[src/rtl/lpc_pkg.sv]
// Constants and types shared by the LPC I/O target
package lpc_pkg;
    typedef logic [3:0] nib_t;
    localparam nib_t START_IO = 4'h0;
    localparam nib_t SYNC_LONG = 4'h6;
    localparam nib_t SYNC_READY = 4'h0;
    localparam nib_t TAR_HIGH = 4'hF;
    localparam logic [1:0] TYPE_IO = 2'h0;
    localparam int DIR_BIT = 1;
    localparam logic [1:0] READ_WAITS = 2'h3;
    localparam logic [1:0] WRITE_WAITS = 2'h2;
    localparam logic [1:0] ADDR_LAST = 2'h3;
    localparam logic [15:0] ADDR_RESET = 16'h0000;
    localparam logic [7:0] DATA_RESET = 8'h00;
    // Host side only: clock must run this long before reset release
    localparam int CLOCK_MHZ = 100;
    localparam int RESET_STABLE_US = 100;
    localparam int RESET_STABLE_CYCLES = RESET_STABLE_US * CLOCK_MHZ;
endpackage

[src/rtl/lpc_io_target_cycle.sv]
// LPC I/O target cycle sequencer, peripheral side
// Behaviour
// - In reset ignore frame, release LAD
// - I/O read inserts three wait states
// - I/O write inserts two wait states
// - Wait states use long-wait SYNC 0110
// - Last START 0000 with frame starts cycle
// - Type nibble: 00 is I/O, bit1 direction
// - Turnaround: host 1111 then nobody drives
// - Ready SYNC 0000, then read data nibbles
// - After read data drive 1111, then release
// - Frame asserted stops LAD drive, aborts cycle
`timescale 1ns/1ps
module lpc_io_target_cycle
(
    // Clock and LPC reset (high while reset is asserted)
    input wire logic clock,
    input wire logic rst,
    // LPC pins, synchronous to clock
    input wire logic frameN,
    input wire lpc_pkg::nib_t ladIn,
    output lpc_pkg::nib_t ladOut,
    output logic ladOeN,
    // Local register side
    output logic [15:0] ioAddr,
    output logic [7:0] ioWrData,
    output logic ioWrite,
    output logic ioRead,
    input wire logic [7:0] ioRdData
);
    import lpc_pkg::*;

    typedef enum logic [9:0] {
        S_IDLE  = 10'h001,
        S_CYC   = 10'h002,
        S_ADDR  = 10'h004,
        S_WDATA = 10'h008,
        S_TAR1  = 10'h010,
        S_TAR2  = 10'h020,
        S_WAIT  = 10'h040,
        S_READY = 10'h080,
        S_RDATA = 10'h100,
        S_TARB  = 10'h200
    } state_e;

    state_e st, next_st;
    logic [1:0] cnt, next_cnt;
    logic isWrite, next_isWrite;
    logic [15:0] addr, next_addr;
    logic [7:0] wdata, next_wdata;
    logic [7:0] rdLatch, next_rdLatch;
    logic drive, next_drive;
    nib_t next_ladOut;
    logic next_ioWrite, next_ioRead;

    // Next state, field capture and LAD drive value
    always_comb
    begin
        next_st = st;
        next_cnt = cnt;
        next_isWrite = isWrite;
        next_addr = addr;
        next_wdata = wdata;
        next_rdLatch = rdLatch;
        next_ioWrite = 1'b0;
        next_ioRead = 1'b0;
        if (!frameN)
        begin
            // Frame low: abort, and restart on each START nibble
            next_st = (ladIn == START_IO) ? S_CYC : S_IDLE;
        end
        else
        begin
            unique case (st)
                S_IDLE: next_st = S_IDLE;
                S_CYC:
                begin
                    // Only I/O cycles are claimed, others ignored
                    if (ladIn[3:2] == TYPE_IO)
                    begin
                        next_st = S_ADDR;
                        next_isWrite = ladIn[DIR_BIT];
                        next_cnt = 2'h0;
                    end
                    else
                    begin
                        next_st = S_IDLE;
                    end
                end
                S_ADDR:
                begin
                    next_addr = {addr[11:0], ladIn};
                    next_cnt = cnt + 2'h1;
                    if (cnt == ADDR_LAST)
                    begin
                        next_cnt = 2'h0;
                        next_st = isWrite ? S_WDATA : S_TAR1;
                    end
                end
                S_WDATA:
                begin
                    // Low nibble arrives first
                    if (cnt == 2'h0)
                    begin
                        next_wdata = {wdata[7:4], ladIn};
                        next_cnt = 2'h1;
                    end
                    else
                    begin
                        next_wdata = {ladIn, wdata[3:0]};
                        next_cnt = 2'h0;
                        next_st = S_TAR1;
                    end
                end
                S_TAR1: next_st = S_TAR2;
                S_TAR2:
                begin
                    next_st = S_WAIT;
                    next_cnt = 2'h1;
                    next_ioRead = !isWrite;
                end
                S_WAIT:
                begin
                    next_cnt = cnt + 2'h1;
                    if (cnt == (isWrite ? WRITE_WAITS : READ_WAITS))
                    begin
                        next_st = S_READY;
                        next_cnt = 2'h0;
                        next_rdLatch = ioRdData;
                        next_ioWrite = isWrite;
                    end
                end
                S_READY: next_st = isWrite ? S_TARB : S_RDATA;
                S_RDATA:
                begin
                    next_cnt = 2'h1;
                    if (cnt == 2'h1)
                    begin
                        next_cnt = 2'h0;
                        next_st = S_TARB;
                    end
                end
                S_TARB: next_st = S_IDLE;
                default: next_st = S_IDLE;
            endcase
        end
        // Drive value follows the next state so it is registered
        unique case (next_st)
            S_WAIT: next_ladOut = SYNC_LONG;
            S_READY: next_ladOut = SYNC_READY;
            S_RDATA: next_ladOut = (next_cnt == 2'h0) ? rdLatch[3:0] : rdLatch[7:4];
            S_TARB: next_ladOut = TAR_HIGH;
            default: next_ladOut = TAR_HIGH;
        endcase
        next_drive = (next_st == S_WAIT) || (next_st == S_READY)
            || (next_st == S_RDATA) || (next_st == S_TARB);
    end

    // State registers; synchronous reset
    always_ff @(posedge clock)
    begin
        if (rst)
        begin
            st <= S_IDLE;
            cnt <= 2'h0;
            isWrite <= 1'b0;
            addr <= ADDR_RESET;
            wdata <= DATA_RESET;
            rdLatch <= DATA_RESET;
            drive <= 1'b0;
            ladOut <= TAR_HIGH;
            ioWrite <= 1'b0;
            ioRead <= 1'b0;
        end
        else
        begin
            st <= next_st;
            cnt <= next_cnt;
            isWrite <= next_isWrite;
            addr <= next_addr;
            wdata <= next_wdata;
            rdLatch <= next_rdLatch;
            drive <= next_drive;
            ladOut <= next_ladOut;
            ioWrite <= next_ioWrite;
            ioRead <= next_ioRead;
        end
    end

    // Output enable low while driving; frame or reset releases at once
    assign ladOeN = !(drive && frameN && !rst);
    assign ioAddr = addr;
    assign ioWrData = wdata;

    // Checks
    reset_release_a: assert property (@(posedge clock) rst |-> ladOeN)
        else $error("LAD driven during reset");
    abort_release_a: assert property (@(posedge clock) !frameN |-> ladOeN)
        else $error("LAD driven while frame asserted");
    start_detect_a: assert property (@(posedge clock) disable iff (rst)
        (!frameN && ladIn == START_IO) |=> st == S_CYC)
        else $error("START not taken");
    type_reject_a: assert property (@(posedge clock) disable iff (rst)
        (st == S_CYC && frameN && ladIn[3:2] != TYPE_IO) |=> st == S_IDLE && ladOeN)
        else $error("Non-I/O cycle claimed");
    addr_order_a: assert property (@(posedge clock) disable iff (rst)
        (st == S_ADDR && cnt == 2'h0 && frameN) ##1 frameN[*3] ##1 1'b1
        |-> addr == {$past(ladIn, 4), $past(ladIn, 3), $past(ladIn, 2), $past(ladIn, 1)})
        else $error("Address assembled wrongly");
    tar_quiet_a: assert property (@(posedge clock) disable iff (rst)
        (st == S_TAR1 || st == S_TAR2) |-> ladOeN)
        else $error("LAD driven during turnaround");
    read_waits_a: assert property (@(posedge clock) disable iff (rst || !frameN)
        (st == S_TAR2 && !isWrite && frameN)
        |=> (!ladOeN && ladOut == SYNC_LONG)[*3] ##1 (!ladOeN && ladOut == SYNC_READY))
        else $error("Read wait states wrong");
    write_waits_a: assert property (@(posedge clock) disable iff (rst || !frameN)
        (st == S_TAR2 && isWrite && frameN)
        |=> (!ladOeN && ladOut == SYNC_LONG)[*2] ##1 (!ladOeN && ladOut == SYNC_READY)
        ##1 (ladOut == TAR_HIGH) ##1 ladOeN)
        else $error("Write wait states wrong");
    read_data_a: assert property (@(posedge clock) disable iff (rst || !frameN)
        (st == S_READY && !isWrite)
        |=> (ladOut == rdLatch[3:0]) ##1 (ladOut == rdLatch[7:4])
        ##1 (ladOut == TAR_HIGH && !ladOeN) ##1 ladOeN)
        else $error("Read data phase wrong");
    write_strobe_a: assert property (@(posedge clock) disable iff (rst)
        ioWrite |-> st == S_READY && isWrite)
        else $error("Write strobe misplaced");

    read_done_c: cover property (@(posedge clock) disable iff (rst)
        st == S_RDATA ##1 st == S_TARB);
    write_done_c: cover property (@(posedge clock) disable iff (rst) ioWrite);
    abort_mid_c: cover property (@(posedge clock) disable iff (rst)
        st == S_WAIT && !frameN);
endmodule

[config.mk]
export PLATFORM = sky130hd
export DESIGN_NAME = lpc_io_target_cycle
export DESIGN_NICKNAME = d
export VERILOG_FILES = /design/src/rtl/lpc_pkg.sv /design/src/rtl/lpc_io_target_cycle.sv
export SDC_FILE = /design/constraint.sdc
export NUM_CORES = 1
export LEC_CHECK = 0
export ABC_AREA = 1
export BUFFER_PORTS_ARGS = -buffer_cell sky130_fd_sc_hd__buf_2
export CAP_MARGIN = 15
export CELL_PAD_IN_SITES_DETAIL_PLACEMENT = 0
export CELL_PAD_IN_SITES_GLOBAL_PLACEMENT = 1
export CORE_ASPECT_RATIO = 1.1
export CORE_MARGIN = 2
export CORE_UTILIZATION = 41
export CTS_BUF_LIST = sky130_fd_sc_hd__clkbuf_8
export DETAILED_ROUTE_END_ITERATION = 10
export PLACE_DENSITY_LB_ADDON = 0.1
export RECOVER_POWER = 50
export SYNTH_ARGS = -nofsm -noshare
export SYNTH_HDL_FRONTEND = slang
export SYNTH_SLANG_ARGS = --single-unit
[constraint.sdc]
create_clock -name clock -period 2.19 [get_ports clock]
set_clock_uncertainty 0.1 [all_clocks]
set_input_delay 0.3285 -clock clock [delete_from_list [all_inputs] [get_ports clock]]
set_output_delay 0.3285 -clock clock [all_outputs]
set_load 0.03 [all_outputs]
==> flow_summary.toml, run 1 <==
[cts]
htreeDepth = 2
ctsResizeCount = 0
cts_hold_buf = 0
cts_tree = "built"
cts_buffer_depth = 2
cts_made_buffers = 5
path_clk_slew_ns = 0.09
clock-root-buffer = "clkbuf_8"
clock-sinks = 52
cts_setup_buffers = 0
insertion_delay_ns = 0.31

[critical_path]
regToRegEndpoint = "ladOut[0]"
crit_required_ns = 2.29
r2r_setup_slack_ns = 0.21
start_kind = "register"
reg2reg_depth = 10
critPathArrivalTime_ns = 2.08
critPathSlowestCell = "dfxtp_1"
rr_startpoint = "st[3]"
max_stage_delay_ns = 0.35
cp_max_fo = 7
path_cells = "nor2_2, nand2_2, nor2_2, nand3_1, nand4_2, nand2_2, inv_4, o21ai_1, a21oi_1, nand2_1"
crit_type = "reg2reg"
cp-end-kind = "register"

[worst_hold_path]
hold_class = "in2reg"
holdPathStages = 3
min_from = "ioRdData[7]"
hold_end = "rdLatch[7]"

[sta]
timing.final.ws_setup_ns = 0.2072
drv_slew = 0
finalCritPeriodShare = 0.9054
fmax_mhz = 504.3
finalHoldViolations = 0
hold_slack_ns = 0.1788
fin_crit_ns = 1.983
relSlewSlack = 0.6181
fin_setup_tns_ns = 0
setup_viol = 0
rsz0062_at_grt = "no"
worst_slew_pin_slew_ns = 0.5728

[grt]
grt_pass1_vias = 1958
track_usage = 0.1756
grt_pass1_wl_mm = 9.252
grt_max_degree = 31
grt.overflow.total = 0
antenna_found_initial = 0

[routing]
dr.pass1.iters = 4
via_count = 2192
totalWireLength_mm = 5.619
vias_per_cell = 4.828
ant_nets = 0
post_drt_wl_per_cell_um = 12.38
first_iter_violations = 185
drc = 0

[synth]
synthCells = 329
synth_cell_types = 34
synth.avg_cell_area_um2 = 7.260
yosysSeqAreaShare = 0.4358
ys_seq_elements = 52
yosysWarnings = 0
syn-num-nets = 347
synth_area_um2 = 2389

[placed_design]
place_ws_ns = 0.2099
numPortBuffers = 45
dp_hpwl_mm = 4.137
gp_congestion = 0.8515

[cells_and_area]
antenna_cells = 0
drive_above_1_share = 0.1432
final_cell_mix = "nand2_1, dfxtp_1, nand3_1, nor2_1"
area_growth_pct = 15.61
finalNetCount = 394
final_common_cell = "nand2_1"
utilization = 0.4847

[floorplan]
start_util = 0.4193
die_area_um2 = 6453
die_h_um = 84.05
die-width_um = 76.78
num_rows = 29
io_pins = 46
coreArea_um2 = 5697

[status]
status = "finished, final reports clean"

[run]
drv_cap = 0

[power_and_ir_drop]
ir_drop_uv = 310.2
power.density_nw_per_um2 = 609.0
power.leakage_nw = 1.132
final cells by class:
| type | instances | area (um2) |
|---|---|---|
| tap | 77 | 96.34 |
| clock buffer | 5 | 68.82 |
| inverter | 37 | 141.4 |
| fill | 606 | 2935 |
| clock inverter | 3 | 46.29 |
| multi-input combinational | 228 | 1139 |
| timing repair buffer | 52 | 229.0 |
| sequential | 52 | 1041 |
worst max-delay path: cells and delay by family (launching register included):
family / cells / cell delay (ns)
simple gates: 7 / 0.97
flops: 1 / 0.35
buf+inv: 1 / 0.10
compound gates: 2 / 0.35
Yosys cell counts:
| master | count | area (um2) |
|---|---|---|
| nor2_4 | 2 | 22.52 |
| inv_2 | 2 | 7.510 |
| nand4_2 | 1 | 12.51 |
| a21oi_1 | 30 | 150.1 |
| or2_2 | 1 | 6.260 |
| nor3_4 | 1 | 16.27 |
| nand2_1 | 62 | 232.7 |
| a31oi_1 | 1 | 6.260 |
| o21ai_0 | 20 | 100.1 |
| nand4_1 | 2 | 12.51 |
| clkbuf_1 | 5 | 18.77 |
| nand3_1 | 42 | 210.2 |
| ha_1 | 3 | 37.54 |
| a21oi_2 | 1 | 8.760 |
| o22ai_1 | 1 | 6.260 |
| clkinv_1 | 1 | 3.750 |
| nor2_2 | 7 | 43.79 |
| o21ai_2 | 1 | 8.760 |
| dfxtp_1 | 52 | 1041 |
| inv_4 | 1 | 6.260 |
| nand2_4 | 2 | 22.52 |
| buf_1 | 1 | 3.750 |
| buf_4 | 1 | 7.510 |
| nor3_2 | 1 | 10.01 |
| a21oi_4 | 1 | 16.27 |
| buf_2 | 3 | 15.01 |
| buf_6 | 2 | 22.52 |
| nor3_1 | 4 | 20.02 |
| nor2_1 | 35 | 131.4 |
| nand2_2 | 6 | 37.54 |
| a211oi_1 | 2 | 15.01 |
| o21ai_1 | 1 | 5.000 |
| inv_1 | 33 | 123.9 |
| nor4_1 | 1 | 6.260 |
cell families (layout without fill, tap and decap cells):
group,count (synthesis),in the layout,synth area share
and+or+nand+nor,167,167,0.3284
AOI/OAI and AO/OA,58,58,0.1325
DFF,52,52,0.4358
buffers and inverters,49,97,0.08748
adders and majority gates,3,3,0.01572
registers in the layout, indices dropped and copies added (netlist names):
signal and cells:
isWrite 1, ioRead 1, ladOut 4, ioWrData 8
rdLatch 8, ioAddr 16, drive 1, ioWrite 1
st 10, cnt 2
per-layer routing:
| layer | global-route usage | vias to the layer above | part of all wire |
|---|---|---|---|
| met1 | 0.2490 | 977 | 0.49 |
| met3 | 0.03463 | 7 | 0.039 |
| met2 | 0.2671 | 49 | 0.46 |
| li1 | - | 1159 | - |
| met5 | 0 | - | 0 |
| met4 | 0.05620 | 0 | 0.014 |
through the flow:
step | area [um2] | std cells | power (mW)
after global routing | 2761 | 454 | 1.748
final | 2761 | 454 | 1.682
after global placement | 2695 | 446 | 1.025
after detailed placement | 2695 | 446 | 1.025
after floorplan | 2389 | 329 | 0.9963
after CTS | 2810 | 454 | 1.704
power by group:
group	internal, mW	total, mW	switching [mW]
Sequential	0.945	0.945	0.000235
Combinational	0.0171	0.0560	0.0388
Clock	0.347	0.680	0.334
how the worst max path moves through the flow:
stage / slack [ns] / start / endpoint / cells after the start
after detailed placement: 0.21 / st[4] / ioAddr[8] / 7
after CTS: 0.19 / st[4] / ioAddr[8] / 7
after floorplan: 0.54 / st[7] / rdLatch[7] / 11
final: 0.21 / st[3] / ladOut[0] / 10
after global routing: 0.002 / st[3] / ladOut[3] / 10
after global placement: 0.23 / st[4] / ladOut[3] / 10
No activity file was read; power rests on OpenSTA's default activity.
==> run 2, diff against run 1 <==
CORE_UTILIZATION = 44   (was 41)
clock period = 2.5 ns   (was 2.19 ns; I/O delays follow)
==> run 2 against run 1 <==
Register-to-register slack improved by 0.21 ns. Wire length is 2.2% lower. Final area fell by 1.4%. Utilization is 2.7 points higher. Final cell count down 0.88%. Die area down 6.5%. Combinational power shrank 16%. Clock power down 26%. Sequential share of layout area up 0.52 points. Critical endpoint is now ladOut[3]. Largest cell class unchanged. Largest power group unchanged. Highest routed layer unchanged.
==> flow_summary.toml, run 2 (synthesized netlist as in run 1, its figures left out) <==
[status]
status = "finished, final reports clean"

[power_and_ir_drop]
ir_drop_uv = 411.3
total_power_mw = 1.377
power.leakage_nw = 1.106
power.density_nw_per_um2 = 505.4

[placed_design]
gp_congestion = 0.8669
numPortBuffers = 45
dp_hpwl_mm = 4.019
place_area_um2 = 2678

[sta]
fin_crit_ns = 2.078
fin_setup_tns_ns = 0
rsz0062_at_grt = "no"
hold_slack_ns = 0.2213
fmax_mhz = 481.2
worst_slew_pin_slew_ns = 0.8453
finalCritPeriodShare = 0.8312
setup_viol = 0
drv_slew = 0
relSlewSlack = 0.4365
finalHoldViolations = 0

[cts]
cts_tree = "built"
cts_buffer_depth = 2
path_clk_slew_ns = 0.10
clock-root-buffer = "clkbuf_8"
cts_setup_buffers = 0
ctsResizeCount = 0
cts_made_buffers = 5
htreeDepth = 2
cts_hold_buf = 0
insertion_delay_ns = 0.31
clock-sinks = 52

[critical_path]
crit_required_ns = 2.60
cp_max_fo = 7
path_cells = "nor2_1, nand2_4, nor3_4, nor2_1, nand4_2, nand2_2, inv_4, nand2_2, a21oi_1, nand2_1"
critPathSlowestCell = "dfxtp_1"
critPathArrivalTime_ns = 2.18
start_kind = "register"
crit_type = "reg2reg"
max_stage_delay_ns = 0.33
path_buf_inv = 1
cp_top_family = "simple AND/OR/NAND/NOR gates"
cp-end-kind = "register"

[routing]
vias_per_cell = 4.800
via_count = 2160
ant_nets = 0
first_iter_violations = 116
totalWireLength_mm = 5.493
post_drt_wl_per_cell_um = 12.21
dr.pass1.iters = 4
drc = 0

[cells_and_area]
area_growth_pct = 14.04
drive_above_1_share = 0.1333
finalNetCount = 392
largest_reg_flops = 16
final_common_cell = "nand2_1"
stdcell_area_um2 = 2724
fillCellCount = 567
utilization = 0.5115
antenna_cells = 0
final_cell_mix = "nand2_1, dfxtp_1, nand3_1, nor2_1"

[grt]
grt.met2_usage = 0.2902
grt_pass1_wl_mm = 9.039
antenna_found_initial = 0
grt_pass1_vias = 1963
met1_usage = 0.2683
grt-busiest-layer = "met2"
grt_max_degree = 31
use_met3 = 0.04591
grt.overflow.total = 0
track_usage = 0.1917

[worst_hold_path]
hold_class = "in2reg"

[floorplan]
die_h_um = 81.28
coreArea_um2 = 5325
io_pins = 46
die-width_um = 74.25
start_util = 0.4485
die_area_um2 = 6035
num_rows = 28

[run]
drv_cap = 0
run 2: changes by cell type in the layout (fill, tap and decap cells not counted):
cell / delta
nor2_2: -2
clkinvlp_4: +2
bufinv_16: -1
clkinv_2: -1
nor2_1: +2
buf_2: -2
run 2: cell type report:
| class | count | area, um2 | share of cell area |
|---|---|---|---|
| sequential | 52 | 1041 | 0.3822 |
| clock inverter | 3 | 26.28 | 0.009646 |
| tap | 75 | 93.84 | 0.03445 |
| multi-input combinational | 228 | 1134 | 0.4162 |
| timing repair buffer | 50 | 219.0 | 0.08039 |
| clock buffer | 5 | 68.82 | 0.02526 |
| inverter | 37 | 141.4 | 0.05191 |
run 2: metal layers:
layer  vias to the layer above  wire (um)
li1                       1152          -
met1                       959       2764
met2                        38       2408
met3                        11        217
met4                         0        102
met5                         -          0
run 2: power by group:
part / internal [mW] / switching, mW
registers: 0.828 / 0.000209
logic: 0.0141 / 0.0326
clock network: 0.204 / 0.297
run 2: tightest hold or removal path, cell delays in order:
cell,delay (ns)
buf_2,0.08
o21ai_2,0.05
a21oi_2,0.08
run 2: stage by stage:
step                cells  worst slack, ns
floorplan             329           0.8475
finish                450           0.4219
detailed placement    442           0.5493
global placement      442           0.5333
global route          450           0.2257
CTS                   450           0.5107
run 2: final timing paths:
check	start	endpoint	slack, ns	depth (start not counted)
setup / recovery	st[7]	ladOut[3]	0.42	10
hold / removal	ioRdData[7]	rdLatch[7]	0.22	3
setup reg to reg	st[7]	ladOut[3]	0.42	10
hold reg to reg	rdLatch[6]	rdLatch[6]	0.36	2
==> run 3, diff against run 2 <==
ABC_AREA = 0   (was 1)
CORE_UTILIZATION = 42   (was 44)
clock period = 2.2 ns   (was 2.5 ns; I/O delays follow)
==> run 3 against run 2 <==
The run now ends with setup timing left. Setup slack lost 0.43 ns. Sequential power grew 13%. Flip-flop and latch count stayed put. Synthesized cell count shrank 20%. Sequential share of layout area is 2.8 points lower. First-iteration DRC count is 29% higher. Combinational power down 1%. Final cell count shrank 9.1%. Utilization increased by 5.0 points. Clock-buffer cell count stayed put. Die area up 1.1%. Largest cell class unchanged.
==> flow_summary.toml, run 3 <==
[critical_path]
path_cells = "or4_4, a2111o_1, a21oi_4, buf_6, o41ai_4, nand3_1, a31oi_1"
cp_max_fo = 4
max_stage_delay_ns = 0.58
cp-end-kind = "register"
critPathArrivalTime_ns = 2.30
start_kind = "register"
cp_top_family = "compound AO/OA/AOI/OAI gates"
crit_required_ns = 2.28
critPathSlowestCell = "or4_4"
crit_type = "reg2reg"
path_buf_inv = 1

[sta]
rsz0062_at_grt = "yes"
finalCritPeriodShare = 1.006
fin_crit_ns = 2.212
finalHoldViolations = 0
drv_slew = 0
timing.final.ws_setup_ns = -0.01212
setup_viol = 1
worst_slew_pin_slew_ns = 0.4560
fmax_mhz = 452.1
relSlewSlack = 0.6940
fin_setup_tns_ns = -0.01212

[grt]
grt_pass1_wl_mm = 9.453
grt.overflow.total = 0
grt_pass1_vias = 1952
grt_max_degree = 34
track_usage = 0.2060
antenna_found_initial = 0

[synth]
synth_area_leaders = "dfxtp_1, nand2_1, a21oi_1"
ys_seq_elements = 52
ys.flop_type = "dfxtp_1"
synth_top_area_share = 0.4512
yosysTopAreaCell = "dfxtp_1"
synth.avg_cell_area_um2 = 8.739
ys_top_cells_by_count = "dfxtp_1, nand2_1, a21oi_1, nor2_1, mux2i_1"
synthArstFlopShare = 0
yosysSeqAreaShare = 0.4512
syn-num-nets = 282
yosysMostFrequentCell = "dfxtp_1"
synth_area_um2 = 2307
synth-edff-count = 0
synthCells = 264
synth_cell_types = 54
yosysWarnings = 0

[floorplan]
start_util = 0.4333
die_h_um = 81.74
coreArea_um2 = 5325
num_rows = 28
die_area_um2 = 6103
io_pins = 46
die-width_um = 74.67

[status]
status = "finished with violations"
failed_checks = "setup timing"

[power_and_ir_drop]
power.switching_uw = 343.4
p_comb_frac = 0.030
p_sw_frac = 0.2265
p_seq_frac = 0.619
ir_drop_uv = 356.6
power.density_nw_per_um2 = 507.1
p_int_mw = 1.173
power.leakage_nw = 1.127
clock_power_share = 0.350

[routing]
first_iter_violations = 150
totalWireLength_mm = 6.145
via_count = 2203
drc = 0
ant_nets = 0
post_drt_wl_per_cell_um = 15.02
vias_per_cell = 5.386
dr.pass1.iters = 4

[cts]
clock-root-buffer = "clkbuf_8"
htreeDepth = 2
clock-sinks = 52
insertion_delay_ns = 0.31
cts_buffer_depth = 2
cts_tree = "built"
path_clk_slew_ns = 0.09
cts_made_buffers = 5

[placed_design]
gp_congestion = 0.9240
place_area_um2 = 2770
dp_hpwl_mm = 4.307
place_inst = 396
numPortBuffers = 45

[cells_and_area]
antenna_cells = 0
largest_reg_flops = 16
drive_above_1_share = 0.2605
final_cell_mix = "nand2_1, dfxtp_1, clkbuf_1, buf_4"
final_common_cell = "nand2_1"
fillCellCount = 533
stdcell_area_um2 = 2989
finalNetCount = 351
finalNonFillerCells = 409
area_growth_pct = 29.56

[worst_hold_path]
hold_class = "in2reg"

[run]
drv_cap = 0
## run 3: layout make-up
cell class | instances | area, um2 | area share
Inverter | 6 | 22.52 | 0.007535
Multi-Input combinational cell | 193 | 1287 | 0.4307
Tap cell | 75 | 93.84 | 0.03139
Clock inverter | 3 | 16.27 | 0.005442
Timing Repair Buffer | 75 | 441.7 | 0.1478
Sequential cell | 52 | 1059 | 0.3541
Clock buffer | 5 | 68.82 | 0.02302
## run 3: repair_timing
| action | CTS | global route |
|---|---|---|
| hold buffers | 0 | 0 |
| resized for setup | 7 | 28 |
| setup endpoints to repair | 4 | 16 |
| buffers inserted | 2 | 3 |
| pin swaps | 2 | 10 |
## run 3: final timing paths
path                             startpoint    endpoint  slack (ns)  cells past startpoint
worst max-delay path                  st[3]   ladOut[2]       -0.01                      7
worst min-delay path            ioRdData[6]  rdLatch[6]        0.15                      3
worst max register to register        st[3]   ladOut[2]       -0.01                      7
worst min register to register   ioAddr[12]  ioAddr[12]        0.36                      2
## run 3: stage by stage
stage	power [mW]	hold slack (ns)	setup WS (ns)	util
4_1_cts	1.527	0.1439	0.005987	0.5449
3_3_place_gp	1.009	0.3380	-0.06640	0.5202
2_1_floorplan	0.9824	0.3567	0.1225	-
3_5_place_dp	1.008	0.3432	-0.01700	0.5202
6_report	1.516	0.1474	-0.01212	0.5613
5_1_grt	1.569	0.1482	-0.05127	0.5613
## run 3: cells by family after synthesis
group	after synthesis	share of synthesized area
flip-flops	52	0.4512
XOR/XNOR	4	0.01519
buffers and inverters	19	0.03958
multiplexers	12	0.05206
AND/OR/NAND/NOR	119	0.2668
adder cells (fa/ha/maj)	3	0.01627
AO/OA/AOI/OAI	55	0.1589
## run 3: tightest hold or removal path: cells and delay by family
family | cells | cell delay [ns]
buffers and inverters | 1 | 0.07
and+or+nand+nor | 1 | 0.07
muxes | 1 | 0.05
## run 3: power by group through the flow
stage               Combinational (mW)  Clock [mW]  Sequential, mW
floorplan                       0.0194           0           0.963
global placement                0.0456           0           0.963
detailed placement              0.0451           0           0.963
CTS                             0.0455       0.540           0.941
global route                    0.0506       0.579           0.939
finish                          0.0461       0.531           0.939
## run 3: layer usage
metal | part of all wire | wire [um] | global-route usage | vias up
met3 | 0.049 | 299 | 0.04294 | 10
met5 | 0 | 0 | 0 | -
met2 | 0.48 | 2972 | 0.3230 | 72
met1 | 0.45 | 2776 | 0.2806 | 1040
li1 | - | - | - | 1081
met4 | 0.016 | 97 | 0.07143 | 0
